**src/verilog/gtbp_pkg.sv**
```systemverilog
package gtbp_pkg;

   // Pin counts and positions in the flat pin vector
   localparam int BANK_A_PINS = 8;
   localparam int BANK_B_PINS = 8;
   localparam int BANK_C_PINS = 6;
   localparam int PIN_COUNT   = 22;
   localparam int BANK_A_BASE = 0;
   localparam int BANK_B_BASE = 8;
   localparam int BANK_C_BASE = 16;

   // Register port widths
   localparam int ADDR_W = 8;
   localparam int DATA_W = 8;

   // Register offsets
   localparam logic [7:0] OFS_BANK_C_DATA_LATCH = 8'h00;
   localparam logic [7:0] OFS_BANK_C_DIRECTION  = 8'h01;
   localparam logic [7:0] OFS_BANK_C_OPTION     = 8'h02;
   localparam logic [7:0] OFS_BANK_B_DATA_LATCH = 8'h04;
   localparam logic [7:0] OFS_BANK_B_DIRECTION  = 8'h05;
   localparam logic [7:0] OFS_BANK_B_OPTION     = 8'h06;
   localparam logic [7:0] OFS_BANK_A_DATA_LATCH = 8'h08;
   localparam logic [7:0] OFS_BANK_A_DIRECTION  = 8'h09;
   localparam logic [7:0] OFS_BANK_A_OPTION     = 8'h0A;
   localparam logic [7:0] OFS_IRQ_POLARITY      = 8'h0C;

   // Reset values
   localparam logic [7:0] RST_PORT_REG     = 8'h00;
   localparam logic [7:0] RST_IRQ_POLARITY = 8'h00;
   localparam logic [7:0] READ_UNMAPPED    = 8'h00;

   // Polarity field positions in the polarity register
   localparam int POS_GROUP1_POLARITY_HI = 7;
   localparam int POS_GROUP1_POLARITY_LO = 6;
   localparam int POS_GROUP0_POLARITY_HI = 4;
   localparam int POS_GROUP0_POLARITY_LO = 3;
   localparam logic [7:0] IRQ_POLARITY_MASK = 8'hD8;

   // Which pins feed each interrupt group (bank A, banks B and C)
   localparam logic [21:0] GROUP0_PINS = 22'h0000FF;
   localparam logic [21:0] GROUP1_PINS = 22'h3FFF00;

   // Polarity selections {hi, lo}
   typedef enum logic [1:0] {
      GTBP_POL_FALL_LOW = 2'h0,
      GTBP_POL_RISE     = 2'h1,
      GTBP_POL_FALL     = 2'h2,
      GTBP_POL_BOTH     = 2'h3
   } gtbp_polarity_t;

endpackage

```
**src/verilog/gtbp_sync.sv**
```systemverilog
`timescale 1ns/1ns
module gtbp_sync
#(
   parameter int WIDTH = 22
)
(
   // Clock and reset
   input  wire logic             clk,
   input  wire logic             rst_n,
   // Levels
   input  wire logic [WIDTH-1:0] async_in,
   output logic      [WIDTH-1:0] sync_out
);

   logic [WIDTH-1:0] stage1;

   // First stage feeds only the second
   always_ff @(posedge clk or negedge rst_n)
   begin
      if (!rst_n)
      begin
         stage1   <= '0;
         sync_out <= '0;
      end
      else
      begin
         stage1   <= async_in;
         sync_out <= stage1;
      end
   end

endmodule

```
**src/verilog/gtbp_pin_cell.sv**
```systemverilog
`timescale 1ns/1ns
module gtbp_pin_cell
#(
   parameter bit TRUE_OD = 1'b0,
   parameter bit HAS_OPT = 1'b1
)
(
   // Configuration
   input  wire logic dir,
   input  wire logic opt,
   input  wire logic latch,
   input  wire logic level,
   // Peripheral override
   input  wire logic alt_en,
   input  wire logic alt_val,
   input  wire logic alt_pp,
   // Pad controls
   output logic      drive_out,
   output logic      drive_oe,
   output logic      pull_en,
   output logic      high_side,
   output logic      irq_src,
   output logic      read_bit
);

   logic opt_eff;

   assign opt_eff = opt & HAS_OPT;

   always_comb
   begin
      drive_out = 1'b0;
      drive_oe  = 1'b0;
      pull_en   = 1'b0;
      high_side = 1'b0;
      irq_src   = 1'b0;
      if (alt_en)
      begin
         if (alt_pp)
         begin
            drive_out = alt_val;
            drive_oe  = 1'b1;
            high_side = 1'b1;
         end
         else
         begin
            drive_oe = ~alt_val;
         end
      end
      else if (dir)
      begin
         if (opt_eff && !TRUE_OD)
         begin
            drive_out = latch;
            drive_oe  = 1'b1;
            high_side = 1'b1;
         end
         else
         begin
            drive_oe = ~latch;
         end
      end
      else
      begin
         // Pull-up only on banks B and C
         pull_en = opt_eff & ~TRUE_OD;
         irq_src = opt_eff;
      end
   end

   assign read_bit = dir ? latch : level;

endmodule

```
**src/verilog/gtbp_top.sv**
```systemverilog
`timescale 1ns/1ns
// Summary of operation
// - Direction bit: 0 input, 1 output
// - Input pins read the live pin level
// - Output pins drive and read the latch
// - Latch writes always stored
// - Output pins never request interrupts
// - Group requests ORed, low pin masks others
// - Input option: 0 floating, 1 interrupt
// - Banks B, C output: open drain/push-pull
// - Bank A output: open drain, 1 reserved
// - No option bit: direction alone decides
// - All registers reset to zero
// - Peripheral output overrides pin control
// - Peripheral input readable via latch read
// - Two-bit polarity per group selects event
module gtbp_top
(
   // Clock and reset
   input  wire logic        clk,
   input  wire logic        rst_n,
   // Register port
   input  wire logic [7:0]  reg_addr,
   input  wire logic [7:0]  reg_wdata,
   input  wire logic        reg_wr,
   input  wire logic        reg_rd,
   output logic      [7:0]  reg_rdata,
   // Pins
   input  wire logic [21:0] pad_in,
   output logic      [21:0] pad_out,
   output logic      [21:0] pad_oe,
   output logic      [21:0] pad_pullup,
   output logic      [21:0] pad_high_side,
   // Peripheral alternate functions
   input  wire logic [21:0] alt_out_en,
   input  wire logic [21:0] alt_out_val,
   input  wire logic [21:0] alt_push_pull,
   output logic      [21:0] alt_in,
   // Analog converter routing
   input  wire logic [21:0] adc_select,
   output logic      [21:0] adc_switch,
   // External interrupt lines
   output logic             ext_irq_group0,
   output logic             ext_irq_group1
);

   // Port registers
   logic [7:0]  bank_a_data_latch;
   logic [7:0]  bank_a_direction;
   logic [7:0]  bank_a_option;
   logic [7:0]  bank_b_data_latch;
   logic [7:0]  bank_b_direction;
   logic [7:0]  bank_b_option;
   logic [7:0]  bank_c_data_latch;
   logic [7:0]  bank_c_direction;
   logic [7:0]  bank_c_option;
   logic [7:0]  irq_polarity;

   // Flat per-pin views
   logic [21:0] pin_dir;
   logic [21:0] pin_opt;
   logic [21:0] pin_latch;
   logic [21:0] pin_level;
   logic [21:0] cell_out;
   logic [21:0] cell_oe;
   logic [21:0] cell_pullup;
   logic [21:0] cell_high;
   logic [21:0] cell_irq;
   logic [21:0] cell_read;

   // Interrupt group tracking
   logic        group0_line;
   logic        group1_line;
   logic        group0_prev;
   logic        group1_prev;
   logic        next_irq0;
   logic        next_irq1;
   logic [7:0]  next_rdata;

   assign pin_dir   = {bank_c_direction[5:0], bank_b_direction,
                       bank_a_direction};
   assign pin_opt   = {bank_c_option[5:0], bank_b_option,
                       bank_a_option};
   assign pin_latch = {bank_c_data_latch[5:0], bank_b_data_latch,
                       bank_a_data_latch};

   gtbp_sync
   #(
      .WIDTH (gtbp_pkg::PIN_COUNT)
   )
   u_sync
   (
      .clk      (clk),
      .rst_n    (rst_n),
      .async_in (pad_in),
      .sync_out (pin_level)
   );

   genvar g;
   generate
      for (g = 0; g < gtbp_pkg::PIN_COUNT; g = g + 1)
      begin : g_pin
         gtbp_pin_cell
         #(
            .TRUE_OD (g < gtbp_pkg::BANK_B_BASE),
            .HAS_OPT (1'b1)
         )
         u_cell
         (
            .dir       (pin_dir[g]),
            .opt       (pin_opt[g]),
            .latch     (pin_latch[g]),
            .level     (pin_level[g]),
            .alt_en    (alt_out_en[g]),
            .alt_val   (alt_out_val[g]),
            .alt_pp    (alt_push_pull[g]),
            .drive_out (cell_out[g]),
            .drive_oe  (cell_oe[g]),
            .pull_en   (cell_pullup[g]),
            .high_side (cell_high[g]),
            .irq_src   (cell_irq[g]),
            .read_bit  (cell_read[g])
         );
      end
   endgenerate

   // Bank C registers
   // Everything clears to zero
   always_ff @(posedge clk or negedge rst_n)
   begin
      if (!rst_n)
      begin
         bank_c_data_latch <= gtbp_pkg::RST_PORT_REG;
         bank_c_direction  <= gtbp_pkg::RST_PORT_REG;
         bank_c_option     <= gtbp_pkg::RST_PORT_REG;
      end
      else if (reg_wr)
      begin
         if (reg_addr == gtbp_pkg::OFS_BANK_C_DATA_LATCH)
            bank_c_data_latch <= reg_wdata;
         else if (reg_addr == gtbp_pkg::OFS_BANK_C_DIRECTION)
            bank_c_direction <= reg_wdata;
         else if (reg_addr == gtbp_pkg::OFS_BANK_C_OPTION)
            bank_c_option <= reg_wdata;
      end
   end

   // Bank B registers
   // Cleared to floating inputs
   always_ff @(posedge clk or negedge rst_n)
   begin
      if (!rst_n)
      begin
         bank_b_data_latch <= gtbp_pkg::RST_PORT_REG;
         bank_b_direction  <= gtbp_pkg::RST_PORT_REG;
         bank_b_option     <= gtbp_pkg::RST_PORT_REG;
      end
      else if (reg_wr)
      begin
         if (reg_addr == gtbp_pkg::OFS_BANK_B_DATA_LATCH)
            bank_b_data_latch <= reg_wdata;
         else if (reg_addr == gtbp_pkg::OFS_BANK_B_DIRECTION)
            bank_b_direction <= reg_wdata;
         else if (reg_addr == gtbp_pkg::OFS_BANK_B_OPTION)
            bank_b_option <= reg_wdata;
      end
   end

   // Bank A registers
   // Cleared to floating inputs
   always_ff @(posedge clk or negedge rst_n)
   begin
      if (!rst_n)
      begin
         bank_a_data_latch <= gtbp_pkg::RST_PORT_REG;
         bank_a_direction  <= gtbp_pkg::RST_PORT_REG;
         bank_a_option     <= gtbp_pkg::RST_PORT_REG;
      end
      else if (reg_wr)
      begin
         if (reg_addr == gtbp_pkg::OFS_BANK_A_DATA_LATCH)
            bank_a_data_latch <= reg_wdata;
         else if (reg_addr == gtbp_pkg::OFS_BANK_A_DIRECTION)
            bank_a_direction <= reg_wdata;
         else if (reg_addr == gtbp_pkg::OFS_BANK_A_OPTION)
            bank_a_option <= reg_wdata;
      end
   end

   // Interrupt polarity; spare bits are never stored
   always_ff @(posedge clk or negedge rst_n)
   begin
      if (!rst_n)
         irq_polarity <= gtbp_pkg::RST_IRQ_POLARITY;
      else if (reg_wr && reg_addr == gtbp_pkg::OFS_IRQ_POLARITY)
         irq_polarity <= reg_wdata & gtbp_pkg::IRQ_POLARITY_MASK;
   end

   // Read mux; bank C bits with no pin return the stored latch
   always_comb
   begin
      next_rdata = gtbp_pkg::READ_UNMAPPED;
      if (reg_addr == gtbp_pkg::OFS_BANK_C_DATA_LATCH)
         next_rdata = {bank_c_data_latch[7:6],
                       cell_read[gtbp_pkg::BANK_C_BASE +: 6]};
      else if (reg_addr == gtbp_pkg::OFS_BANK_C_DIRECTION)
         next_rdata = bank_c_direction;
      else if (reg_addr == gtbp_pkg::OFS_BANK_C_OPTION)
         next_rdata = bank_c_option;
      else if (reg_addr == gtbp_pkg::OFS_BANK_B_DATA_LATCH)
         next_rdata = cell_read[gtbp_pkg::BANK_B_BASE +: 8];
      else if (reg_addr == gtbp_pkg::OFS_BANK_B_DIRECTION)
         next_rdata = bank_b_direction;
      else if (reg_addr == gtbp_pkg::OFS_BANK_B_OPTION)
         next_rdata = bank_b_option;
      else if (reg_addr == gtbp_pkg::OFS_BANK_A_DATA_LATCH)
         next_rdata = cell_read[gtbp_pkg::BANK_A_BASE +: 8];
      else if (reg_addr == gtbp_pkg::OFS_BANK_A_DIRECTION)
         next_rdata = bank_a_direction;
      else if (reg_addr == gtbp_pkg::OFS_BANK_A_OPTION)
         next_rdata = bank_a_option;
      else if (reg_addr == gtbp_pkg::OFS_IRQ_POLARITY)
         next_rdata = irq_polarity;
   end

   // Read data stand only in the cycle after the strobe
   always_ff @(posedge clk or negedge rst_n)
   begin
      if (!rst_n)
         reg_rdata <= gtbp_pkg::READ_UNMAPPED;
      else if (reg_rd)
         reg_rdata <= next_rdata;
      else
         reg_rdata <= gtbp_pkg::READ_UNMAPPED;
   end

   // Pad drivers registered so no glitch reaches the pins
   // Override applied per pin
   always_ff @(posedge clk or negedge rst_n)
   begin
      if (!rst_n)
      begin
         pad_out       <= '0;
         pad_oe        <= '0;
         pad_pullup    <= '0;
         pad_high_side <= '0;
      end
      else
      begin
         pad_out       <= cell_out;
         pad_oe        <= cell_oe;
         pad_pullup    <= cell_pullup;
         pad_high_side <= cell_high;
      end
   end

   always_ff @(posedge clk or negedge rst_n)
   begin
      if (!rst_n)
         alt_in <= '0;
      else
         alt_in <= pin_level;
   end

   // Converter owns the mux; a floating input is its job
   always_ff @(posedge clk or negedge rst_n)
   begin
      if (!rst_n)
         adc_switch <= '0;
      else
         adc_switch <= adc_select;
   end

   // Wired-AND line: any enabled low pin pulls it low
   // Output pins never enabled as sources
   assign group0_line = &(pin_level | ~(cell_irq & gtbp_pkg::GROUP0_PINS));
   assign group1_line = &(pin_level | ~(cell_irq & gtbp_pkg::GROUP1_PINS));

   // Previous line level for edge detection
   always_ff @(posedge clk or negedge rst_n)
   begin
      if (!rst_n)
      begin
         group0_prev <= 1'b1;
         group1_prev <= 1'b1;
      end
      else
      begin
         group0_prev <= group0_line;
         group1_prev <= group1_line;
      end
   end

   // Polarity selects level or edge event
   always_comb
   begin
      case (gtbp_pkg::gtbp_polarity_t'(
              {irq_polarity[gtbp_pkg::POS_GROUP0_POLARITY_HI],
               irq_polarity[gtbp_pkg::POS_GROUP0_POLARITY_LO]}))
         gtbp_pkg::GTBP_POL_FALL_LOW: next_irq0 = ~group0_line;
         gtbp_pkg::GTBP_POL_FALL:     next_irq0 = group0_prev & ~group0_line;
         gtbp_pkg::GTBP_POL_RISE:     next_irq0 = ~group0_prev & group0_line;
         default:                     next_irq0 = group0_prev ^ group0_line;
      endcase
      case (gtbp_pkg::gtbp_polarity_t'(
              {irq_polarity[gtbp_pkg::POS_GROUP1_POLARITY_HI],
               irq_polarity[gtbp_pkg::POS_GROUP1_POLARITY_LO]}))
         gtbp_pkg::GTBP_POL_FALL_LOW: next_irq1 = ~group1_line;
         gtbp_pkg::GTBP_POL_FALL:     next_irq1 = group1_prev & ~group1_line;
         gtbp_pkg::GTBP_POL_RISE:     next_irq1 = ~group1_prev & group1_line;
         default:                     next_irq1 = group1_prev ^ group1_line;
      endcase
   end

   // Edge events are one-cycle pulses; low-level mode holds
   always_ff @(posedge clk or negedge rst_n)
   begin
      if (!rst_n)
         ext_irq_group0 <= 1'b0;
      else
         ext_irq_group0 <= next_irq0;
   end

   // Group 1 request, same timing as group 0
   always_ff @(posedge clk or negedge rst_n)
   begin
      if (!rst_n)
         ext_irq_group1 <= 1'b0;
      else
         ext_irq_group1 <= next_irq1;
   end

endmodule

```
**config.mk**
```make
export PLATFORM = sky130hd
export DESIGN_NAME = gtbp_top
export DESIGN_NICKNAME = d
export VERILOG_FILES = /design/src/verilog/gtbp_pkg.sv /design/src/verilog/gtbp_sync.sv /design/src/verilog/gtbp_pin_cell.sv /design/src/verilog/gtbp_top.sv
export SDC_FILE = /design/constraint.sdc
export NUM_CORES = 1
export LEC_CHECK = 0
export BUFFER_PORTS_ARGS = -buffer_cell sky130_fd_sc_hd__buf_2
export CORE_MARGIN = 3
export CORE_UTILIZATION = 50
export CTS_BUF_LIST = sky130_fd_sc_hd__clkbuf_4 sky130_fd_sc_hd__clkbuf_8
export DETAILED_ROUTE_END_ITERATION = 7
export GPL_ROUTABILITY_DRIVEN = 0
export PLACE_DENSITY = 0.84
export SLEW_MARGIN = 20
export SYNTH_ARGS = -nofsm -noshare
export SYNTH_HDL_FRONTEND = slang
export SYNTH_HIERARCHICAL = 1
export SYNTH_SLANG_ARGS = --single-unit
```
**constraint.sdc**
```tcl
create_clock -name clk -period 3.6 [get_ports clk]
set_input_delay 0.54 -clock clk [delete_from_list [all_inputs] [get_ports clk]]
set_output_delay 0.54 -clock clk [all_outputs]
set_load 0.01 [all_outputs]
```
==> flow_metrics.tcl, run 1 <==
set metrics [dict create \
    yosysWarningCount 6 \
    drive_above_1_share 0.406 \
    synth_nets 981 \
    maxSlewViolCount 0 \
    nets 1258 \
    routed_wl_um 25800 \
    grt_start_max_net_pins 112 \
    worstPathCellList "nor3b_1 -> inv_1 -> o22ai_1 -> a221oi_1 -> nand3_1 -> ha_1 -> inv_1 -> mux4_2" \
    avgViaCountPerCell 5.37 \
    finish.utilization 0.637 \
    drt_first_pass_iters 4 \
    ys_ff_latch 264 \
    grt_usage 0.222 \
    clock_latency_ns 0.55 \
    period_needed_ns 2.42 \
    dieArea_mm2 0.0231 \
    path_class "flop to flop" \
    post_cts_buffers 0 \
    fp-row-count 52 \
    leakagePower_nw 6.50 \
    crit_slowest_cell "dfrtp_1" \
    status "complete, no violations" \
    worstPathMaxFanout 6 \
    cp.arrival_ns 2.83 \
    initial_core_util 0.518 \
    yosysSeqAreaShare 0.620 \
    gr-usage-met3 0.0660 \
    cap_violations 0 \
    grtUsageMet1 0.278 \
    core_mm2 0.0206 \
    drt_iter0_markers 447 \
    rsz0062_at_grt "false" \
    fillerInstances 1640 \
    hold_violations 0 \
    crit_path_max_incr_delay_ns 0.46 \
    power.density_mw_per_mm2 492 \
    numCtsBuffers 43 \
    final_common_cell "buf_2" \
    finalWorstSetupSlack_ns 1.18 \
    cp_common_cell "inv_1" \
    path_buf_inv 2 \
    syn_area_mm2 0.0107 \
    grt_pass1_wl_um 41500 \
    power.total_mw 6.44 \
    async_flop_share 1.00 \
    clkSinkCount 264 \
    synth_edf_count 0 \
    dpl.hpwl_um 18700 \
    cts_root_buffer "clkbuf_8" \
    tritoncts "built" \
    h-tree-depth 2 \
    cts_resized 0 \
    drc 0 \
    synthCells 847 \
    fmax_ghz 0.414 \
    start_kind "flop" \
    synth_ff_type "dfrtp_1" \
    die_x_um 152 \
    placed_cells 1349 \
    min_path_type "input port to async pin" \
    ios 272 \
    cpLargestDelayFamily "simple AND/OR/NAND/NOR gates" \
    required_ns 4.01 \
    grt-busiest-layer "met2" \
    grt_pass1_vias 8063 \
    fin_skew_ns 0.0207 \
    wire_per_inst_um 18.1 \
    tns_ns 0 \
    maxSlewHeadroom 0.441 \
    clk_pin_slew_ns 0.06 \
    setup_viol 0 \
    dp_slack_ns 0.883 \
    fin_cells 1425 \
    syn_avg_cell_area_um2 12.6 \
    final_cell_mix "270 x buf_2, 262 x dfrtp_1, 92 x mux2_2, 54 x clkbuf_8, 52 x nand3_1" \
    port-buffer-count 271 \
    tightest_slew_ns 0.838 \
    period_share 0.671 \
    vias 7652 \
    gr-total-overflow 0 \
    antenna_found_initial 2 \
    die_h_um 152 \
    area_growth_pct 22.9 \
    clock_path_buffers 3 \
    cts_hold_buf 0 \
    endpoint_kind "flop" \
    ys_types 51 \
    use_met2 0.363 \
    ant_nets 0 \
    ir_worst_vdd_mv 0.341 \
]
==> worst paths after layout <==
kind / from / endpoint / slack, ns / cells after the start
max: bank_c_option[3]$_DFFE_PN0P_ / ext_irq_group1$_DFF_PN0_ / 1.18 / 8
min: rst_n / pad_pullup[9]$_DFF_PN0_ / 0.05 / 1
max reg2reg: bank_c_option[3]$_DFFE_PN0P_ / ext_irq_group1$_DFF_PN0_ / 1.18 / 8
min reg2reg: u_sync/stage1[12]$_DFF_PN0_ / u_sync/sync_out[12]$_DFF_PN0_ / 0.33 / 0
max in group asynchronous: rst_n / group0_prev$_DFF_PN1_ / 2.55 / 2
min in group clk: pad_in[13] / u_sync/stage1[13]$_DFF_PN0_ / 0.09 / 1
==> cells by family after synthesis <==
family | synth area share
AO/OA/AOI/OAI | 0.0795
adder cells (fa/ha/maj) | 0.00470
buffers and inverters | 0.0359
flip-flops | 0.620
multiplexers | 0.118
other | 0.00282
AND/OR/NAND/NOR | 0.138
==> worst reg2reg max path, cell delays in order (launching register included) <==
cell and delay (ns):
dfrtp_1 0.46, nor3b_1 0.19, inv_1 0.06, o22ai_1 0.08, a221oi_1 0.36, nand3_1 0.29, ha_1 0.36, inv_1 0.03
mux4_2 0.44
==> state kept, by name (all words and copies together), names as in the netlist, 22 cells and up <==
signal / count
pad_pullup: 22
u_sync/sync_out: 22
adc_switch: 22
pad_oe: 22
pad_high_side: 22
pad_out: 22
u_sync/stage1: 22
alt_in: 22
==> report_power, final <==
group / internal, mW / switching [mW]
logic: 0.242 / 0.307
clock network: 1.56 / 1.12
registers: 3.11 / 0.0906
==> metrics by stage <==
stage | area [um^2] | hold WS, ns
finish | 13100 | 0.0539
global route | 13100 | 0.0744
CTS | 13100 | 0.0756
detailed placement | 12200 | 0.335
global placement | 12200 | 0.331
floorplan | 10700 | 0.244
==> cell type report <==
type	instances	area (um^2)	area share
Clock buffer	68	848	0.0648
Multi-Input combinational cell	505	3670	0.280
Sequential cell	264	6610	0.505
Antenna cell	1	2.50	0.000191
Clock inverter	7	60.1	0.00459
Timing Repair Buffer	278	1440	0.110
Tap cell	270	338	0.0258
Inverter	32	120	0.00918
==> per-layer routing <==
| metal | vias to the layer above | share of wire |
|---|---|---|
| met4 | 2 | 0.039 |
| met5 | - | 0.00050 |
| met1 | 3708 | 0.39 |
| li1 | 3497 | - |
| met2 | 372 | 0.48 |
| met3 | 73 | 0.089 |
==> synth_stat cells, types with 15 or more instances <==
cell      instances  area [um^2]
a21oi_1          18         90.1
buf_4            23          173
clkbuf_1         15         56.3
dfrtp_1         262         6560
inv_1            32          120
mux2_2           92         1040
nand2_1          47          176
nand2b_1         15         93.8
nand3_1          52          260
nor2b_1          28          175
nor3b_1          25          188
o21ai_0          31          155
o21ai_1          28          140
Note: power is estimated with default switching activity, not from simulation.
==> run 2, diff against run 1 <==
==> constraint.sdc (replaced) <==
create_clock -name clk -period 2.5 [get_ports clk]
set_input_delay 0.375 -clock clk [delete_from_list [all_inputs] [get_ports clk]]
set_output_delay 0.375 -clock clk [all_outputs]
set_load 0.01 [all_outputs]
==> run 2 against run 1 <==
Effect of this change:
- worst hold slack improved by 0.0054 ns
- utilization increased by 3.3 points
- total power increased by 45%
- global-route usage increased by 1.1 points
- critical endpoint unchanged
- highest routed layer unchanged
==> flow_metrics.tcl, run 2 (synthesized netlist as in run 1, its figures left out) <==
set metrics [dict create \
    status "complete, no violations" \
    power.total_mw 9.36 \
    maxSlewHeadroom 0.525 \
    reg2reg_slack_ns 0.13 \
    grt_usage 0.234 \
    internal_power_mw 7.18 \
    worstPathMaxFanout 6 \
    wire_per_inst_um 18.0 \
    required_ns 2.92 \
    core_mm2 0.0206 \
    grt_pass1_wl_um 44000 \
    clock_path_buffers 3 \
    hold_violations 0 \
    cp.arrival_ns 2.79 \
    dp_slack_ns 0.119 \
    gr-total-overflow 0 \
    drt_iter0_markers 409 \
    clkSinkCount 264 \
    period_needed_ns 2.37 \
    power.switching_mw 2.18 \
    power.density_mw_per_mm2 679 \
    dpl.hpwl_um 19000 \
    tritoncts "built" \
    period_share 0.947 \
    ir_worst_vdd_mv 0.459 \
    cts_root_buffer "clkbuf_8" \
    port-buffer-count 271 \
    endpoint_kind "flop" \
    path_class "flop to flop" \
    fin_skew_ns 0.0407 \
    final_cell_mix "270 x buf_2, 262 x dfrtp_1, 92 x mux2_2, 58 x clkbuf_8, 52 x nand3_1" \
    rsz0062_at_grt "false" \
    seq_area_mm2 0.00661 \
    numCtsBuffers 43 \
    drive_above_1_share 0.404 \
    placed_cells 1375 \
    fmax_ghz 0.422 \
    clock_latency_ns 0.55 \
    finalWorstSetupSlack_ns 0.132 \
    clk_pin_slew_ns 0.07 \
    dpl-instance-area_mm2 0.0124 \
    post_cts_buffers 0 \
    setup_viol 0 \
    tns_ns 0 \
    grt_start_max_net_pins 74 \
    initial_core_util 0.518 \
    fillerInstances 1536 \
    dieArea_mm2 0.0231 \
    drc 0 \
    routed_wl_um 26900 \
    maxSlewViolCount 0 \
    multi_input_area_mm2 0.00367 \
    cap_violations 0 \
    h-tree-depth 2 \
    start_kind "flop" \
    fin_cells 1496 \
    nets 1329 \
    swShare 0.233 \
    min_path_type "input port to flop" \
    die_h_um 152 \
    clkPwrFrac 0.414 \
    diodes 0 \
    die_x_um 152 \
    grt_pass1_vias 8527 \
    leakagePower_nw 6.84 \
    drt_first_pass_iters 7 \
    final_common_cell "buf_2" \
    antenna_found_initial 2 \
    avgViaCountPerCell 5.27 \
    fp-row-count 52 \
    p_seq_frac 0.492 \
    area_growth_pct 29.3 \
    vias 7881 \
    p_comb_frac 0.094 \
    tightest_slew_ns 0.703 \
    design_area_mm2 0.0138 \
    ios 272 \
    ant_nets 0 \
]
## run 2: cell count changes in the layout (fill, tap and decap cells not counted), sizes merged
cell,before,now
dlygate4sd3,0,45
clkbuf,68,73
bufinv,1,0
diode,1,0
buf,278,304
clkinv,6,3
## run 2: through the flow
stage	utilization	hold WS, ns
finish	0.670	0.0593
global route	0.670	0.0774
CTS	0.670	0.0427
detailed placement	0.603	0.335
global placement	0.603	0.332
floorplan	-	0.0794
## run 2: critical path: stages (launching register included)
cell and delay, ns:
dfrtp_1 0.44, nor3b_1 0.18, inv_1 0.06, o22ai_1 0.09, a221oi_1 0.40, nand3_1 0.23
ha_1 0.33, inv_1 0.04, mux4_2 0.46
## run 2: power groups by stage
| stage | combinational, mW | clock, mW | sequential [mW] |
|---|---|---|---|
| after floorplan | 0.318 | 0 | 4.71 |
| after detailed placement | 0.823 | 0 | 4.68 |
| after global placement | 0.797 | 0 | 4.67 |
| after CTS | 0.882 | 3.96 | 4.61 |
| after global routing | 0.966 | 4.17 | 4.63 |
| final | 0.876 | 3.87 | 4.61 |
## run 2: layout make-up
class | count | area share
Inverter | 32 | 0.00872
Clock inverter | 3 | 0.00109
Multi-Input combinational cell | 505 | 0.266
Tap cell | 270 | 0.0245
Timing Repair Buffer | 349 | 0.153
Clock buffer | 73 | 0.0661
Sequential cell | 264 | 0.480
## run 2: path summary, 6_finish.rpt
kind                                                   start                             to  cells after the start
worst min-delay path                       alt_push_pull[15]    pad_high_side[15]$_DFF_PN0_                      3
worst max register to register  bank_b_option[2]$_DFFE_PN0P_       ext_irq_group1$_DFF_PN0_                      8
worst min register to register   u_sync/stage1[12]$_DFF_PN0_  u_sync/sync_out[12]$_DFF_PN0_                      0
min in group asynchronous                              rst_n           pad_out[9]$_DFF_PN0_                      2
max in group asynchronous                              rst_n       adc_switch[10]$_DFF_PN0_                      3
worst max-delay path            bank_b_option[2]$_DFFE_PN0P_       ext_irq_group1$_DFF_PN0_                      8
## run 2: what timing repair did
action,4_1_cts,5_1_grt
endpoints found under the hold margin,111,0
resized for setup,0,0
hold buffers,45,0
## run 2: per-layer routing
metal / global-route usage / vias up / wire length [um]
met5: 0 / - / 23
met2: 0.386 / 368 / 12900
met4: 0.0830 / 4 / 811
met1: 0.295 / 3799 / 10700
met3: 0.0714 / 70 / 2420
li1: - / 3640 / -
